--- src/ppcr_consts.svh ---
// Offsets, field positions, reset values and timing counts for the power control block
`ifndef PPCR_CONSTS_SVH
`define PPCR_CONSTS_SVH
// ------------------------------------------------------------
// Register map
// ------------------------------------------------------------
`define PPCR_CTRL_INDEX   8'h11
`define PPCR_STAT_INDEX   8'h14
`define PPCR_CTRL_ADDR    12'h044
`define PPCR_STAT_ADDR    12'h050
// ------------------------------------------------------------
// Control field positions
// ------------------------------------------------------------
`define PPCR_CLK_OFF_BIT  15
`define PPCR_PS_EN_BIT    14
`define PPCR_PS_SEL_HI    13
`define PPCR_PS_SEL_LO    12
`define PPCR_SCR_BYP_BIT  11
`define PPCR_RSVD_BIT     10
`define PPCR_DEPTH_HI     9
`define PPCR_DEPTH_LO     8
// ------------------------------------------------------------
// Reset values
// ------------------------------------------------------------
`define PPCR_PS_SEL_RST   2'h0
`define PPCR_DEPTH_RST    2'h1
// ------------------------------------------------------------
// Power state codes and buffer depths
// ------------------------------------------------------------
`define PPCR_CODE_NORMAL  2'h0
`define PPCR_CODE_DOWN    2'h1
`define PPCR_CODE_ASLEEP  2'h2
`define PPCR_CODE_PSLEEP  2'h3
`define PPCR_DEPTH_C0     4'h4
`define PPCR_DEPTH_C1     4'h5
`define PPCR_DEPTH_C2     4'h6
`define PPCR_DEPTH_C3     4'h8
`define PPCR_FIFO_WORDS   4'h8
// ------------------------------------------------------------
// Timing
// ------------------------------------------------------------
`define PPCR_NLP_PERIOD_MS 1400
`define PPCR_CLK_KHZ       200000
`define PPCR_NLP_CYCLES    (`PPCR_NLP_PERIOD_MS * `PPCR_CLK_KHZ)
`endif

--- src/ppcr_pkg.sv ---
// Types shared by the power control block
`default_nettype none
package ppcr_pkg;
    // ------------------------------------------------------------
    // Power states
    // ------------------------------------------------------------
    typedef enum logic [1:0] {
        PPCR_NORMAL,
        PPCR_DOWN,
        PPCR_ACTIVE_SLEEP,
        PPCR_PASSIVE_SLEEP
    } ppcr_state_e;
endpackage
`default_nettype wire

--- src/ppcr_top.sv ---
// Power control register bank with power state logic and loopback buffer
//
// Design decision made here: the AHB-Lite slave port.
`timescale 1ns/1ps
`default_nettype none
`include "ppcr_consts.svh"

// Contract
// - Bit 15 set turns the internal clock circuitry off; clear runs clocks.
// - Power state field resets to 00, meaning normal full operation.
// - Code 01 shuts all circuitry except the management serial port; here only core_active and energy_detect_on drop.
// - Code 10 keeps port and energy detect, sends link pulse every 1.4 s.
// - Code 11 sends no pulses; both sleeps wake when a partner appears.
// - Bit 11 set bypasses the scrambler; clear keeps it in path.
// - Bit 10 ignores writes and always reads zero.
// - Bits 9:8 select loopback depth 4, 5, 6 or 8 nibbles; reset 01.
// - Loopback buffer takes receive nibbles, gives them on transmit timing.
module ppcr_top #(
    parameter int unsigned NLP_CYCLES = `PPCR_NLP_CYCLES
) (
    // Clock and reset
    input  wire logic        core_clk,
    input  wire logic        reset_n,
    // AHB-Lite slave
    input  wire logic        hsel,
    input  wire logic [31:0] haddr,
    input  wire logic [1:0]  htrans,
    input  wire logic        hwrite,
    input  wire logic [2:0]  hsize,
    input  wire logic [31:0] hwdata,
    input  wire logic        hready,
    output logic             hreadyout,
    output logic             hresp,
    output logic [31:0]      hrdata,
    // Line side
    input  wire logic        energy_detect,
    output logic             clocks_off,
    output logic             core_active,
    output logic             energy_detect_on,
    output logic             nlp_pulse,
    output logic             scrambler_bypass,
    output logic [3:0]       loopback_depth,
    // Loopback nibbles
    input  wire logic        rx_nib_valid,
    input  wire logic [3:0]  rx_nib,
    input  wire logic        tx_nib_strobe,
    output logic             tx_nib_valid,
    output logic [3:0]       tx_nib
);
    // ------------------------------------------------------------
    // Bus decode
    // ------------------------------------------------------------
    wire        addr_take = hsel & hready & htrans[1];
    wire        hit_ctrl  = haddr[11:0] == `PPCR_CTRL_ADDR;
    wire        hit_stat  = haddr[11:0] == `PPCR_STAT_ADDR;
    wire        rd_take   = addr_take & ~hwrite;
    wire        wr_take   = addr_take & hwrite & hit_ctrl;

    logic        wr_ctrl_q;
    logic        rd_ctrl_q;
    logic [31:0] hrdata_q;

    // ------------------------------------------------------------
    // Control register
    // ------------------------------------------------------------
    logic       clk_off_q;
    logic       ps_en_q;
    logic [1:0] ps_sel_q;
    logic       scr_byp_q;
    logic [1:0] depth_q;

    wire        clk_off_d = wr_ctrl_q ? hwdata[`PPCR_CLK_OFF_BIT]
                                      : clk_off_q;
    wire        ps_en_d   = wr_ctrl_q ? hwdata[`PPCR_PS_EN_BIT]
                                      : ps_en_q;
    wire [1:0]  ps_sel_d  = wr_ctrl_q
                          ? hwdata[`PPCR_PS_SEL_HI:`PPCR_PS_SEL_LO]
                          : ps_sel_q;
    wire        scr_byp_d = wr_ctrl_q ? hwdata[`PPCR_SCR_BYP_BIT]
                                      : scr_byp_q;
    wire [1:0]  depth_d   = wr_ctrl_q
                          ? hwdata[`PPCR_DEPTH_HI:`PPCR_DEPTH_LO]
                          : depth_q;

    // Reserved bit 10 and the lower byte are never stored
    wire [15:0] ctrl_rd   = {clk_off_d, ps_en_d, ps_sel_d,
                             scr_byp_d, 1'b0, depth_d,
                             8'h00};

    always_ff @(posedge core_clk or negedge reset_n) begin
        if (!reset_n) begin
            clk_off_q <= 1'b0;
            ps_en_q   <= 1'b0;
            ps_sel_q  <= `PPCR_PS_SEL_RST;
            scr_byp_q <= 1'b0;
            depth_q   <= `PPCR_DEPTH_RST;
        end else begin
            clk_off_q <= clk_off_d;
            ps_en_q   <= ps_en_d;
            ps_sel_q  <= ps_sel_d;
            scr_byp_q <= scr_byp_d;
            depth_q   <= depth_d;
        end
    end

    // ------------------------------------------------------------
    // Energy detect synchroniser
    // ------------------------------------------------------------
    logic energy_meta_q;
    logic energy_sync_q;

    always_ff @(posedge core_clk or negedge reset_n) begin
        if (!reset_n) begin
            energy_meta_q <= 1'b0;
            energy_sync_q <= 1'b0;
        end else begin
            energy_meta_q <= energy_detect;
            energy_sync_q <= energy_meta_q;
        end
    end

    // ------------------------------------------------------------
    // Power state
    // ------------------------------------------------------------
    ppcr_pkg::ppcr_state_e state_q;
    ppcr_pkg::ppcr_state_e state_d;
    logic                  woken_q;

    wire in_sleep = (state_q == ppcr_pkg::PPCR_ACTIVE_SLEEP) |
                    (state_q == ppcr_pkg::PPCR_PASSIVE_SLEEP);
    // Wake stays latched until software rewrites; a wake wins over it
    wire woken_d  = (in_sleep & energy_sync_q) |
                    (woken_q & ~wr_ctrl_q);

    always_comb begin
        state_d = ppcr_pkg::PPCR_NORMAL;
        if (ps_en_d & ~woken_d) begin
            case (ps_sel_d)
                `PPCR_CODE_NORMAL: state_d = ppcr_pkg::PPCR_NORMAL;
                `PPCR_CODE_DOWN:   state_d = ppcr_pkg::PPCR_DOWN;
                `PPCR_CODE_ASLEEP: state_d = ppcr_pkg::PPCR_ACTIVE_SLEEP;
                `PPCR_CODE_PSLEEP: state_d = ppcr_pkg::PPCR_PASSIVE_SLEEP;
                default:           state_d = ppcr_pkg::PPCR_NORMAL;
            endcase
        end
    end

    always_ff @(posedge core_clk or negedge reset_n) begin
        if (!reset_n) begin
            state_q <= ppcr_pkg::PPCR_NORMAL;
            woken_q <= 1'b0;
        end else begin
            state_q <= state_d;
            woken_q <= woken_d;
        end
    end

    // Management port is never gated by any state
    assign core_active      = state_q == ppcr_pkg::PPCR_NORMAL;
    assign energy_detect_on = in_sleep;
    // Gating relies on software asking only in power-down
    assign clocks_off       = clk_off_q;
    assign scrambler_bypass = scr_byp_q;

    // ------------------------------------------------------------
    // Link pulse timer
    // ------------------------------------------------------------
    logic [31:0] nlp_cnt_q;
    logic        nlp_q;

    wire asleep_act = state_q == ppcr_pkg::PPCR_ACTIVE_SLEEP;
    wire nlp_wrap   = nlp_cnt_q == NLP_CYCLES - 1;

    always_ff @(posedge core_clk or negedge reset_n) begin
        if (!reset_n) begin
            nlp_cnt_q <= 32'h0000_0000;
            nlp_q     <= 1'b0;
        end else begin
            nlp_q     <= asleep_act & nlp_wrap;
            nlp_cnt_q <= (!asleep_act || nlp_wrap) ? 32'h0000_0000
                                                   : nlp_cnt_q + 32'h1;
        end
    end

    assign nlp_pulse = nlp_q;

    // ------------------------------------------------------------
    // Far-end loopback buffer
    // ------------------------------------------------------------
    logic [3:0] fifo_mem [8];
    logic [2:0] wptr_q;
    logic [2:0] rptr_q;
    logic [3:0] level_q;
    logic       draining_q;
    logic       tx_valid_q;
    logic [3:0] tx_nib_q;
    logic [3:0] depth_n;

    always_comb begin
        case (depth_q)
            2'h0:    depth_n = `PPCR_DEPTH_C0;
            2'h1:    depth_n = `PPCR_DEPTH_C1;
            2'h2:    depth_n = `PPCR_DEPTH_C2;
            default: depth_n = `PPCR_DEPTH_C3;
        endcase
    end
    assign loopback_depth = depth_n;

    // Prefill to the chosen depth so rate drift has slack both ways
    wire push       = rx_nib_valid & (level_q != `PPCR_FIFO_WORDS);
    wire pop        = tx_nib_strobe & draining_q & (level_q != 4'h0);
    wire drain_d    = (level_q == 4'h0) ? 1'b0
                    : (draining_q | (level_q >= depth_n));

    always_ff @(posedge core_clk) begin
        if (push) begin
            fifo_mem[wptr_q] <= rx_nib;
        end
    end

    always_ff @(posedge core_clk or negedge reset_n) begin
        if (!reset_n) begin
            wptr_q     <= 3'h0;
            rptr_q     <= 3'h0;
            level_q    <= 4'h0;
            draining_q <= 1'b0;
            tx_valid_q <= 1'b0;
            tx_nib_q   <= 4'h0;
        end else begin
            wptr_q     <= wptr_q + {2'h0, push};
            rptr_q     <= rptr_q + {2'h0, pop};
            level_q    <= level_q + {3'h0, push} - {3'h0, pop};
            draining_q <= drain_d;
            tx_valid_q <= pop;
            if (pop) begin
                tx_nib_q <= fifo_mem[rptr_q];
            end
        end
    end

    assign tx_nib_valid = tx_valid_q;
    assign tx_nib       = tx_nib_q;

    // ------------------------------------------------------------
    // Bus data phase
    // ------------------------------------------------------------
    // Reads see a write from the cycle before through the forward path
    wire [31:0] stat_rd = {24'h0, level_q, energy_sync_q, woken_q,
                           state_q == ppcr_pkg::PPCR_DOWN, in_sleep};
    wire [31:0] rd_mux  = hit_ctrl ? {16'h0, ctrl_rd}
                        : hit_stat ? stat_rd
                        : 32'h0000_0000;

    always_ff @(posedge core_clk or negedge reset_n) begin
        if (!reset_n) begin
            wr_ctrl_q <= 1'b0;
            rd_ctrl_q <= 1'b0;
            hrdata_q  <= 32'h0000_0000;
        end else begin
            wr_ctrl_q <= wr_take;
            rd_ctrl_q <= rd_take & hit_ctrl;
            hrdata_q  <= rd_take ? rd_mux : 32'h0000_0000;
        end
    end

    assign hreadyout = 1'b1;
    assign hresp     = 1'b0;
    assign hrdata    = hrdata_q;

    // ------------------------------------------------------------
    // Checks
    // ------------------------------------------------------------
    a_clk_off_write: assert property (
        @(posedge core_clk) disable iff (!reset_n)
        wr_ctrl_q |=> clocks_off == $past(hwdata[15]))
        else $error("clock off bit not taken from write");

    a_normal_code: assert property (
        @(posedge core_clk) disable iff (!reset_n)
        (ps_sel_q == 2'h0 && !wr_ctrl_q) |=> core_active)
        else $error("code 00 not normal");

    a_down_state: assert property (
        @(posedge core_clk) disable iff (!reset_n)
        (ps_en_q && ps_sel_q == 2'h1 && !woken_q && !wr_ctrl_q)
        |=> !core_active && !energy_detect_on)
        else $error("power down leaves circuitry on");

    a_pulse_state: assert property (
        @(posedge core_clk) disable iff (!reset_n)
        nlp_pulse |-> $past(state_q) == ppcr_pkg::PPCR_ACTIVE_SLEEP)
        else $error("link pulse outside active sleep");

    a_sleep_wake: assert property (
        @(posedge core_clk) disable iff (!reset_n)
        (in_sleep && energy_sync_q) |=> core_active)
        else $error("no wake on energy");

    a_scr_write: assert property (
        @(posedge core_clk) disable iff (!reset_n)
        wr_ctrl_q |=> scrambler_bypass == $past(hwdata[11]))
        else $error("scrambler bypass not taken");

    a_rsvd_zero: assert property (
        @(posedge core_clk) disable iff (!reset_n)
        rd_ctrl_q |-> hrdata[10] == 1'b0 && hrdata[7:0] == 8'h00)
        else $error("reserved bits read nonzero");

    a_depth_map: assert property (
        @(posedge core_clk) disable iff (!reset_n)
        (depth_q == 2'h3 |-> loopback_depth == 4'h8) and
        (depth_q == 2'h0 |-> loopback_depth == 4'h4))
        else $error("depth code mapped wrong");

    a_fifo_order: assert property (
        @(posedge core_clk) disable iff (!reset_n)
        tx_nib_valid |-> $past(tx_nib_strobe) && $past(level_q) != 4'h0)
        else $error("nibble sent without strobe or data");

    a_ps_off: assert property (
        @(posedge core_clk) disable iff (!reset_n)
        (!ps_en_q && !wr_ctrl_q) |=> core_active)
        else $error("power save active while disabled");

    a_read_back: assert property (
        @(posedge core_clk) disable iff (!reset_n)
        rd_ctrl_q |-> hrdata[15:8] == {clk_off_q, ps_en_q, ps_sel_q,
                                       scr_byp_q, 1'b0, depth_q})
        else $error("read back differs from stored value");
endmodule
`default_nettype wire
--- config.mk ---
export PLATFORM = sky130hd
export DESIGN_NAME = ppcr_top
export DESIGN_NICKNAME = d
export VERILOG_FILES = /design/src/ppcr_pkg.sv /design/src/ppcr_top.sv
export VERILOG_INCLUDE_DIRS = /design/src
export SDC_FILE = /design/constraint.sdc
export NUM_CORES = 1
export LEC_CHECK = 0
export BUFFER_PORTS_ARGS = -buffer_cell sky130_fd_sc_hd__clkbuf_2
export CAP_MARGIN = 20
export CELL_PAD_IN_SITES_DETAIL_PLACEMENT = 1
export CELL_PAD_IN_SITES_GLOBAL_PLACEMENT = 2
export CORE_AREA = 2 2 118 120
export DETAILED_ROUTE_END_ITERATION = 16
export DIE_AREA = 0 0 120 122
export GPL_ROUTABILITY_DRIVEN = 0
export PLACE_DENSITY = 0.83
export SLEW_MARGIN = 0
export SYNTH_ARGS = -nofsm -noshare
export SYNTH_HDL_FRONTEND = slang
export SYNTH_SLANG_ARGS = --single-unit
--- constraint.sdc ---
create_clock -name core_clk -period 6.35 [get_ports core_clk]
set_clock_uncertainty 0.1 [all_clocks]
set_input_delay 1.27 -clock core_clk [delete_from_list [all_inputs] [get_ports core_clk]]
set_output_delay 1.27 -clock core_clk [all_outputs]
set_load 0.05 [all_outputs]
### Yosys cells after proc, flatten, opt, wreduce, memory -nomap -nowiden

Memories as Yosys holds them, arrays and structs flattened. A register that Yosys moved wholly into a read port is not among the register bits.
Index checks and enable logic that the tools add are counted.

* input bits: 81
* memories: 1
* word-level logic and storage cells: 78
* output and inout port bits: 48
* register bits: 74
* RAM bits: 32

Memory list
* fifo_mem: words 8, bits a word 4, rd ports 1, clocked after Yosys merged registers in 1, write ports 1, RTL line ppcr_top.sv:190 `logic [3:0] fifo_mem [8];`

* multiplexer cells: 15
* bitwise operators: 18
* $add $sub $neg: 5
* reduce and logical (&&, ||, !) cells: 8
* eq/ne operators: 12
* order comparisons: 1

Operators with widths (number)
* $add A32 B1 Y32 const B: 1
* $eq A32 B29 Y1 const B: 1
* $mux W16: 2
* $mux W32: 1
* $eq A12 B7 Y1 const B: 2
* $and A1 B1 Y1: 12
* $pmux W4 S3: 1
* $eq A2 B2 Y1 const B: 5
* $mux W8: 1
* $pmux W2 S4: 1
* $add A3 B1 Y3: 2
* $eq A2 B1 Y1 const B: 3
* $logic_not A2 Y1: 3
* $mux W1: 6
* $mux W2: 3
* $add A4 B1 Y4: 1
* $ge A4 B4 Y1: 1
* $logic_not A4 Y1: 1
* $ne A4 B4 Y1 const B: 1
* $reduce_bool A4 Y1: 1
* $sub A4 B1 Y4: 1
* $not A1 Y1: 3
* $or A1 B1 Y1: 3
* $logic_not A1 Y1: 2
* $logic_or A1 B1 Y1: 1

### Logic depth before layout (Yosys ltp)

Gate-level depths: netlist of run 1.

* depth after elaboration: 7
* gate-level depth with buffers: 8
* gate-level depth less buffers: 8

### Worst setup path before layout of run 1

Ideal clock, no wire load.

* path type: register to register
* from: register depth_q[0]
* to: register draining_q
* arrival time: 2.546 ns
* buffers on the path: 0
* period minus slack after synthesis: 2.773 ns
* data required time: 6.123 ns
* setup time: 0.127 ns
* setup slack: 3.577 ns
* cell stages (with the launch flop): 8
* cells stage by stage: dfstp_2 nor2b_1 ha_1 nand2b_1 a21o_1 maj3_1 a211oi_1 a21oi_1

* word-level cells in the longest chain between the ends: 5
* elaborated cells on any way between the ends: 7
* classes of those cells: 1 x order compare; 2 x eq/ne; 2 x mux; 1 x bitwise; 1 x reduce/logical

Ends and longest elaborated chain
* start: declaration: RTL line ppcr_top.sv:70 `logic [1:0] depth_q;`
* start signal: assignment: RTL line ppcr_top.sv:96 `` depth_q <= `PPCR_DEPTH_RST; ``
* start signal: assignment: RTL line ppcr_top.sv:102 `depth_q <= depth_d;`
* $eq A2 B2 Y1 (tied with other cells): RTL line ppcr_top.sv:200 `case (depth_q)`
* $pmux W4 S3 *: RTL line ppcr_top.sv:200
* named net loopback_depth[0]: RTL line ppcr_top.sv:42 `output logic [3:0] loopback_depth,`
* $ge A4 B4 Y1 *: RTL line ppcr_top.sv:213 `: (draining_q | (level_q >= depth_n));`
* $or A1 B1 Y1 *: RTL line ppcr_top.sv:213
* $mux W1 *: RTL line ppcr_top.sv:212 `wire drain_d = (level_q == 4'h0) ? 1'b0`
* named net drain_d: RTL line ppcr_top.sv:212
* end signal: assignment: RTL line ppcr_top.sv:233 `draining_q <= drain_d;`
* end: declaration: RTL line ppcr_top.sv:194 `logic draining_q;`

Mark *: on every way through the listed nets, which the timed path passes. The rest lies on a longest branch.

### Worst setup path after layout of run 1

* from: input haddr[9]
* to: register hrdata_q[1], in the netlist hrdata[1]

* word-level cells in the longest chain between the ends: 4
* elaborated cells on any way between the ends: 5
* classes of those cells: 2 x eq/ne; 3 x mux

Ends and longest elaborated chain
* start: declaration: RTL line ppcr_top.sv:26 `input wire logic [31:0] haddr,`
* $eq A12 B7 Y1 (no source line)
* $mux W8: RTL line ppcr_top.sv:251 `: hit_stat ? stat_rd`
* $mux W16 *: RTL line ppcr_top.sv:250 `wire [31:0] rd_mux = hit_ctrl ? {16'h0, ctrl_rd}`
* $mux W16 *: RTL line ppcr_top.sv:262 `hrdata_q <= rd_take ? rd_mux : 32'h0000_0000;`
* end signal: assignment: RTL line ppcr_top.sv:262
* end: declaration: RTL line ppcr_top.sv:61 `logic [31:0] hrdata_q;`

Every way passes the cells marked *; elsewhere a longest branch is shown, timed or not.

==> key figures, run 1 <==
Layout
  – Final Core Density: 0.413
  – Layout cells sized above 1: 0.213
  – Area delta synth->final: 14.0%
  – Final Instance Area: 5580 sq um
  – Non-Filler Instances: 645
  – Net count, final: 554
  – Antenna cells: 0

Hold path
  – Hold Crit Class: flip-flop to flip-flop
  – Hold Crit Depth: 0

Routing
  – Final WL: slightly below 10 mm
  – DRC viols: 0
  – WL/cell: around 15 um
  – Initial DRC count: between 100 and 150
  – Pre-Repair DR Iteration Count: 4
  – Post-DRT Antenna Nets: 0
  – Via density: 4.81
  – Vias post-DR: 3105

STA
  – RSZ-0062 raised after global routing: false
  – Hold WS: 251 ps
  – Fmax: 0.359 GHz
  – Final hold vios: 0
  – Final Slew Violations: 0
  – Worst-margin pin slew: 968 ps
  – Min cycle time layout: between 2000 and 3000 ps
  – Fin crit share: 0.438
  – Final setup viols: 0
  – Setup TNS: 0 ps
  – Rel. slew slack: 0.354

Global route
  – Met2 GRT Util: 0.246
  – Largest net degree at the start of global routing: between 70 and 80
  – Total grt overflow: 0
  – Number of global-route vias before repair: ~3400
  – Antenna violations before repair: 0
  – GRT met3 Usage: 0.0365
  – Met1 Track Usage GR: 0.179
  – Gr usage total: 0.145
  – First-pass GRT wire length: ~17 mm
  – Grt peak-use layer: met2

Clocking
  – Hold_buf cts: 0
  – Cts bufs inserted: 9
  – Cts repair resizes: 0
  – Worst-path clk slew: 70 ps
  – Clock tree buffer depth: 2
  – Clk_lat worst skew: ~350 ps
  – Setup Buffers After CTS: 0
  – # clock sinks: 109
  – CTS tree: done
  – Root buf cell: clkbuf_16
  – CTS H-tree depth: 3

Logic synthesis
  – Yosys warning count: 0
  – Syn avg cell area: between 10 and 15 sq um
  – Most used DFF post-synth: dfrtp_1
  – Mapped Area: 4890 sq um
  – Synthesized flop and latch total: 109
  – Post-synthesis sequential area ratio: 0.591
  – Synth Instances: 403
  – Netlist cell types: a little over 50
  – Async set or reset register ratio after synthesis: 0.706
  – EDFF count, synth: 32

Critical path
  – Worst Setup Start Kind: primary input
  – Slowest stage delay, CP: 510 ps
  – Worst Setup End Kind: flip-flop
  – Worst path required time: 6530 ps
  – Critical path class: primary input to flip-flop
  – Worst path cell trace: clkbuf_2 > nor4b_1 > nand4b_1 > nor3_1 > and3b_1 > and3b_1
  – CP Max Fanout: 8
  – Most used cell, CP: and3b_1
  – Cell count of the worst reg-to-reg path: 5
  – Crit path DAT: 2960 ps
  – Slowest CP cell: nor3_1

Die
  – Starting Density: 0.362
  – Die Area: about 15000 sq um
  – Area of the core: between 10000 and 15000 sq um
  – Die X: about 120 um
  – Row cnt: 43
  – Die height: 122 um
  – Ports: between 100 and 150

Pwr
  – VDD IR max: 0.139 mV
  – Leakage power: 2.40 nW
  – PwrDens: 328 nW/um^2

Place
  – Placed instance count: roughly 630
  – Port bufs: 60
  – Detailed placement HPWL: approximately 7.2 mm
  – DP Area: approximately 5300 sq um

Run status
  – Outcome: finished clean

Flow run
  – Number of max-cap violations: 0
-- cell usage after synthesis, types with 2 or more instances --
cell	n	area [sq um]
inv_1	14	52.6
nand4_1	11	68.8
dfrtp_1	76	1900
a211oi_1	2	15.0
ha_1	12	150
buf_4	19	143
and3b_1	2	17.5
clkbuf_1	9	33.8
or3_1	3	18.8
mux2_2	6	67.6
nand2b_1	8	50.1
nand3_1	15	75.1
mux4_2	8	180
conb_1	2	7.51
and2_1	9	56.3
edfxtp_1	32	961
nand2_1	24	90.1
nor2_1	49	184
and3_1	7	43.8
nor3_1	8	40.0
xnor2_1	7	61.3
a31oi_1	5	31.3
buf_2	3	15.0
nor4_1	5	31.3
nor2b_1	4	25.0
o21ai_0	5	25.0
a21o_1	2	15.0
mux2i_1	6	60.1
xor2_1	21	184
a21oi_1	8	40.0
-- worst max-delay path, delay by kind of cell --
kind	cells	cell delay [ps]
buffers and inverters	1	80
AND/OR/NAND/NOR	5	1620
-- metrics by stage --
stage	power, W	setup WS [ps]
6_report	0.00183	3570
5_1_grt	0.00194	3420
4_1_cts	0.00186	3120
3_5_place_dp	0.00130	2750
3_3_place_gp	0.00128	2850
2_1_floorplan	0.00120	3580
-- registers in the layout, summed over array words and instances (netlist names), 2 cells and up --
register   flops
fifo_mem      32
nlp_cnt_q     32
hrdata        15
level_q        4
tx_nib         4
rptr_q         3
wptr_q         3
depth_q        2
ps_sel_q       2
state_q        2
-- logic make-up after synthesis --
group	Yosys count	share of synthesized area
and+or+nand+nor	157	0.172
DFF	109	0.591
buffers and inverters	46	0.0522
xor gates and xnor gates	28	0.0501
AOI/OAI and AO/OA	27	0.0343
muxes	20	0.0629
adders and majority gates	14	0.0368
other	2	0.00154
-- routing by layer --
metal / part of all wire / up-vias
met2: 0.50 / 78
met1: 0.43 / 1540
met4: 0.011 / 0
met3: 0.055 / 6
met5: 0 / -
li1: - / 1481
-- worst paths after layout --
path	startpoint	endpoint	slack [ps]
hold reg to reg	energy_meta_q$_DFF_PN0_	energy_sync_q$_DFF_PN0_	250
hold / removal	energy_meta_q$_DFF_PN0_	energy_sync_q$_DFF_PN0_	250
setup reg to reg	nlp_cnt_q[27]$_DFF_PN0_	nlp_cnt_q[5]$_DFF_PN0_	3820
setup / recovery	haddr[9]	hrdata[1]$_DFF_PN0_	3570
min in group asynchronous	reset_n	nlp_cnt_q[6]$_DFF_PN0_	970
max in group asynchronous	reset_n	wptr_q[0]$_DFF_PN0_	4550
-- where the power goes --
group | internal [W] | switching (W) | leakage, nW
clock | 0.000275 | 0.000271 | 0.138
combinational | 0.000163 | 0.000232 | 0.948
sequential | 0.000810 | 0.0000780 | 1.32
total | 0.00125 | 0.000580 | 2.40
-- area by class of cell --
| class | instances | area (sq um) |
|---|---|---|
| Tap cell | 180 | 225 |
| Timing Repair Buffer | 61 | 310 |
| Sequential cell | 109 | 2890 |
| Clock buffer | 10 | 229 |
| Fill cell | 1490 | 7930 |
| Multi-Input combinational cell | 265 | 1810 |
| Clock inverter | 6 | 57.6 |
| Inverter | 14 | 52.6 |
-- placed cells by master (no fill, tap or decap), drive strengths merged, types with 5 or more instances in the layout --
cell type / n
dfrtp: 76
clkbuf: 69
nor2: 49
edfxtp: 32
nand2: 24
xor2: 21
conb: 19
inv: 17
nand3: 15
ha: 12
nand4: 12
and2: 9
a21oi: 8
nor3: 8
nand2b: 8
mux4: 8
and3: 7
xnor2: 7
nor4: 7
mux2: 6
mux2i: 6
o21ai: 6
a31oi: 5
Power figures use the tool's default switching activity.
==> run 2, diff against run 1 <==
--- a/config.mk
+++ b/config.mk
@@ -6,15 +6,16 @@
 export SDC_FILE = /design/constraint.sdc
 export NUM_CORES = 1
 export LEC_CHECK = 0
+export ABC_AREA = 1
 export BUFFER_PORTS_ARGS = -buffer_cell sky130_fd_sc_hd__clkbuf_2
 export CAP_MARGIN = 20
 export CELL_PAD_IN_SITES_DETAIL_PLACEMENT = 1
 export CELL_PAD_IN_SITES_GLOBAL_PLACEMENT = 2
-export CORE_AREA = 2 2 118 120
+export CORE_AREA = 2 2 134 136
 export DETAILED_ROUTE_END_ITERATION = 16
-export DIE_AREA = 0 0 120 122
+export DIE_AREA = 0 0 136 138
 export GPL_ROUTABILITY_DRIVEN = 0
-export PLACE_DENSITY = 0.83
+export PLACE_DENSITY = 0.76
 export SLEW_MARGIN = 0
 export SYNTH_ARGS = -nofsm -noshare
 export SYNTH_HDL_FRONTEND = slang
==> constraint.sdc (replaced) <==
create_clock -name core_clk -period 2.57 [get_ports core_clk]
set_clock_uncertainty 0.1 [all_clocks]
set_input_delay 0.514 -clock core_clk [delete_from_list [all_inputs] [get_ports core_clk]]
set_output_delay 0.514 -clock core_clk [all_outputs]
set_load 0.05 [all_outputs]
==> key figures, run 2 <==
Run status
  – Outcome: finished clean

Critical path
  – Worst R2R Setup Slack: 240 ps (-3580 ps)
  – CP startpoint: level_q[2]$_DFF_PN0_
  – Worst Setup End Kind: flip-flop
  – Worst Setup Start Kind: flip-flop
  – Worst Setup EP: level_q[2]$_DFF_PN0_
  – Slowest CP cell: dfrtp_1
  – CP Max Fanout: 8 (unchanged)
  – Largest delay share family, worst path: adder cells
  – Buffers & Inverters on Critical Path: 1 (unchanged)
  – Crit path DAT: 2480 ps (-480 ps)
  – FF-to-FF Start: level_q[2]$_DFF_PN0_
  – Slowest stage delay, CP: 400 ps (-110 ps)
  – Cell count of the worst reg-to-reg path: 9 (+4)
  – Critical path class: flip-flop to flip-flop
  – Capture point of the worst reg-to-reg path: level_q[2]$_DFF_PN0_
  – Worst path cell trace: inv_1 > ha_1 > nor3b_1 > nor2_2 > nand2_1 > nand2_1 > ha_1 > fa_1 > xor2_1
  – WP depth: 9 (+3)
  – Worst path required time: 2720 ps (-3810 ps)

STA
  – Fmax: ~0.43 GHz
  – Setup TNS: 0 ps (unchanged)
  – Final hold vios: 0 (unchanged)
  – Final Slew Violations: 0 (unchanged)
  – Final setup viols: 0 (unchanged)
  – RSZ-0062 raised after global routing: false
  – Min cycle time layout: 2330 ps
  – Fin crit share: 0.906

Global route
  – First-pass GRT wire length: 21.3 mm (+27%)
  – Number of global-route vias before repair: 4212 (+25%)
  – Antenna violations before repair: 0 (unchanged)
  – Largest net degree at the start of global routing: 39 (-50%)
  – Gr usage total: 0.145 (+0.000499)
  – Total grt overflow: 0 (unchanged)

Logic synthesis
  – Synth Instances: 617 (+53%)
  – Async set or reset register ratio after synthesis: 0.706 (unchanged)
  – EDFF count, synth: 32 (unchanged)
  – Syn avg cell area: 8.55 sq um (-30%)
  – Yosys warning count: 0 (unchanged)
  – Netlist cell types: 29 (-43%)
  – Synth cell count leaders: nor2_1, nand2_1, dfrtp_1
  – Most numerous cell in the Yosys netlist: nor2_1
  – Synth top area share: 0.361 (-0.0282)
  – Mapped Area: 5280 sq um (+7.8%)
  – Post-synthesis sequential area ratio: 0.548 (-0.0429)
  – Most used DFF post-synth: dfrtp_1
  – Post-synth top area cell: dfrtp_1
  – Synthesized flop and latch total: 109 (unchanged)
  – Top cells by area, synth: dfrtp_1, edfxtp_1, nor2_1

Layout
  – Most common cell after layout, fill and taps aside: nor2_1
  – Layout cells sized above 1: 0.138 (-0.0746)
  – Fillers: 2144 (+44%)
  – Final Instance Area: 6080 sq um (+9.0%)
  – Net count, final: 776 (+40%)
  – Commonest cells after routing, fill and taps aside: nor2_1, nand2_1, dfrtp_1
  – Area delta synth->final: 15.2%
  – Antenna cells: 0 (unchanged)
  – Final Core Density: 0.347 (-0.0662)

Die
  – Die X: 136 um (+13%)
  – Area of the core: 17500 sq um (+30%)
  – Die Area: 18800 sq um (+28%)
  – Starting Density: 0.301 (-0.0614)
  – Row cnt: 49 (+14%)
  – Die height: 138 um (+13%)
  – Ports: 129 (unchanged)

Place
  – Detailed placement HPWL: 9.71 mm (+36%)
  – DP Area: 5770 sq um (+9.2%)
  – Port bufs: 60 (unchanged)

Routing
  – Post-DRT Antenna Nets: 0 (unchanged)
  – Via density: 4.36 (-9.4%)
  – Initial DRC count: 144 (+33%)
  – Met3 wire len: 525 um (-3.8%)
  – Vias post-DR: 3994 (+29%)
  – Final WL: 12.9 mm (+30%)
  – Pre-Repair DR Iteration Count: 4 (unchanged)
  – Wl on met1: 6.05 mm (+42%)
  – WL/cell: 14.0 um (-8.2%)
  – DRC viols: 0 (unchanged)
  – Top Layer Used: met4
  – Metal2 WL: 6.09 mm (+23%)

Pwr
  – Leakage power: 2.68 nW (+12%)
  – VDD IR max: 0.745 mV (+440%)
  – PwrDens: 780 nW/um^2 (+140%)

Hold path
  – Hold Crit Class: primary input to flip-flop

Clocking
  – Root buf cell: clkbuf_16
  – # clock sinks: 109 (unchanged)
  – Cts repair resizes: 0 (unchanged)
  – CTS H-tree depth: 3 (unchanged)
  – Worst-path clk slew: 80 ps (about the same)
  – CTS tree: done
  – Clk_lat worst skew: 360 ps (about the same)
  – Cts bufs inserted: 9 (unchanged)
  – Clock tree buffer depth: 2 (unchanged)

Flow run
  – Number of max-cap violations: 0 (unchanged)
[run 2: changes by cell type after synthesis, sizes merged, moves of 9 or more]
cell / before / now
nand2: 24 / 144
nor2: 49 / 156
inv: 14 / 67
o21ai: 6 / 28
nand3: 15 / 27
and2: 9 / 0
[run 2: layout make-up]
class	instances	area, sq um	share of cell area
clock buffers	9	225	0.0371
clock inverters	7	75.1	0.0124
inverters	67	251	0.0414
multi-input cells	430	2000	0.328
flip-flops and latches	109	2890	0.475
well taps	229	287	0.0471
repair buffers	65	355	0.0585
[run 2: worst register-to-register path, stage by stage, from the launching register on]
cell and delay [ps]:
dfrtp_1 400, inv_1 130, ha_1 160, nor3b_1 300, nor2_2 160, nand2_1 160, nand2_1 80, ha_1 200
fa_1 380, xor2_1 150
[run 2: how the worst min path moves through the flow]
stage	from	to	slack (ps)	depth (start not counted)
2_1_floorplan	reset_n	clocks_off$_DFF_PN0_	120	0
3_3_place_gp	energy_meta_q$_DFF_PN0_	energy_sync_q$_DFF_PN0_	240	0
3_5_place_dp	energy_meta_q$_DFF_PN0_	energy_sync_q$_DFF_PN0_	240	0
4_1_cts	energy_detect	energy_meta_q$_DFF_PN0_	160	1
5_1_grt	energy_detect	energy_meta_q$_DFF_PN0_	160	1
6_report	energy_detect	energy_meta_q$_DFF_PN0_	170	1
[run 2: cells by family (layout without fill, tap and decap cells)]
family / Yosys count / in the layout / share of synthesized area
AND/OR/NAND/NOR: 340 / 340 / 0.261
flip-flops: 109 / 109 / 0.548
buffers and inverters: 95 / 148 / 0.0861
AO/OA/AOI/OAI: 40 / 40 / 0.0413
XOR/XNOR: 18 / 18 / 0.0299
adder cells (fa/ha/maj): 13 / 13 / 0.0323
other: 2 / 19 / 0.00142
[run 2: metal layers]
layer / global-route usage / vias to the layer above
met5: 0 / -
met4: 0.0471 / 0
met3: 0.0326 / 12
met2: 0.235 / 76
met1: 0.193 / 1894
li1: - / 2012
[run 2: power breakdown]
part           switching [W]  internal, W  total [W]
registers           0.000157      0.00200    0.00216
logic               0.000799     0.000376    0.00118
clock network       0.000711     0.000694    0.00140
[run 2: through the flow]
stage | instances | worst slack, ps | power (W) | hold WS (ps)
after global routing | 916 | 79.0 | 0.00502 | 156
after detailed placement | 899 | 244 | 0.00338 | 236
after global placement | 899 | 280 | 0.00333 | 238
after CTS | 916 | 218 | 0.00481 | 157
after floorplan | 634 | 313 | 0.00304 | 118
final | 916 | 242 | 0.00474 | 168
[run 2: what timing repair did]
item | in CTS | in global routing
endpoints found under the hold margin | 13 | 0
buffers inserted | 0 | 0
hold buffers | 1 | 0
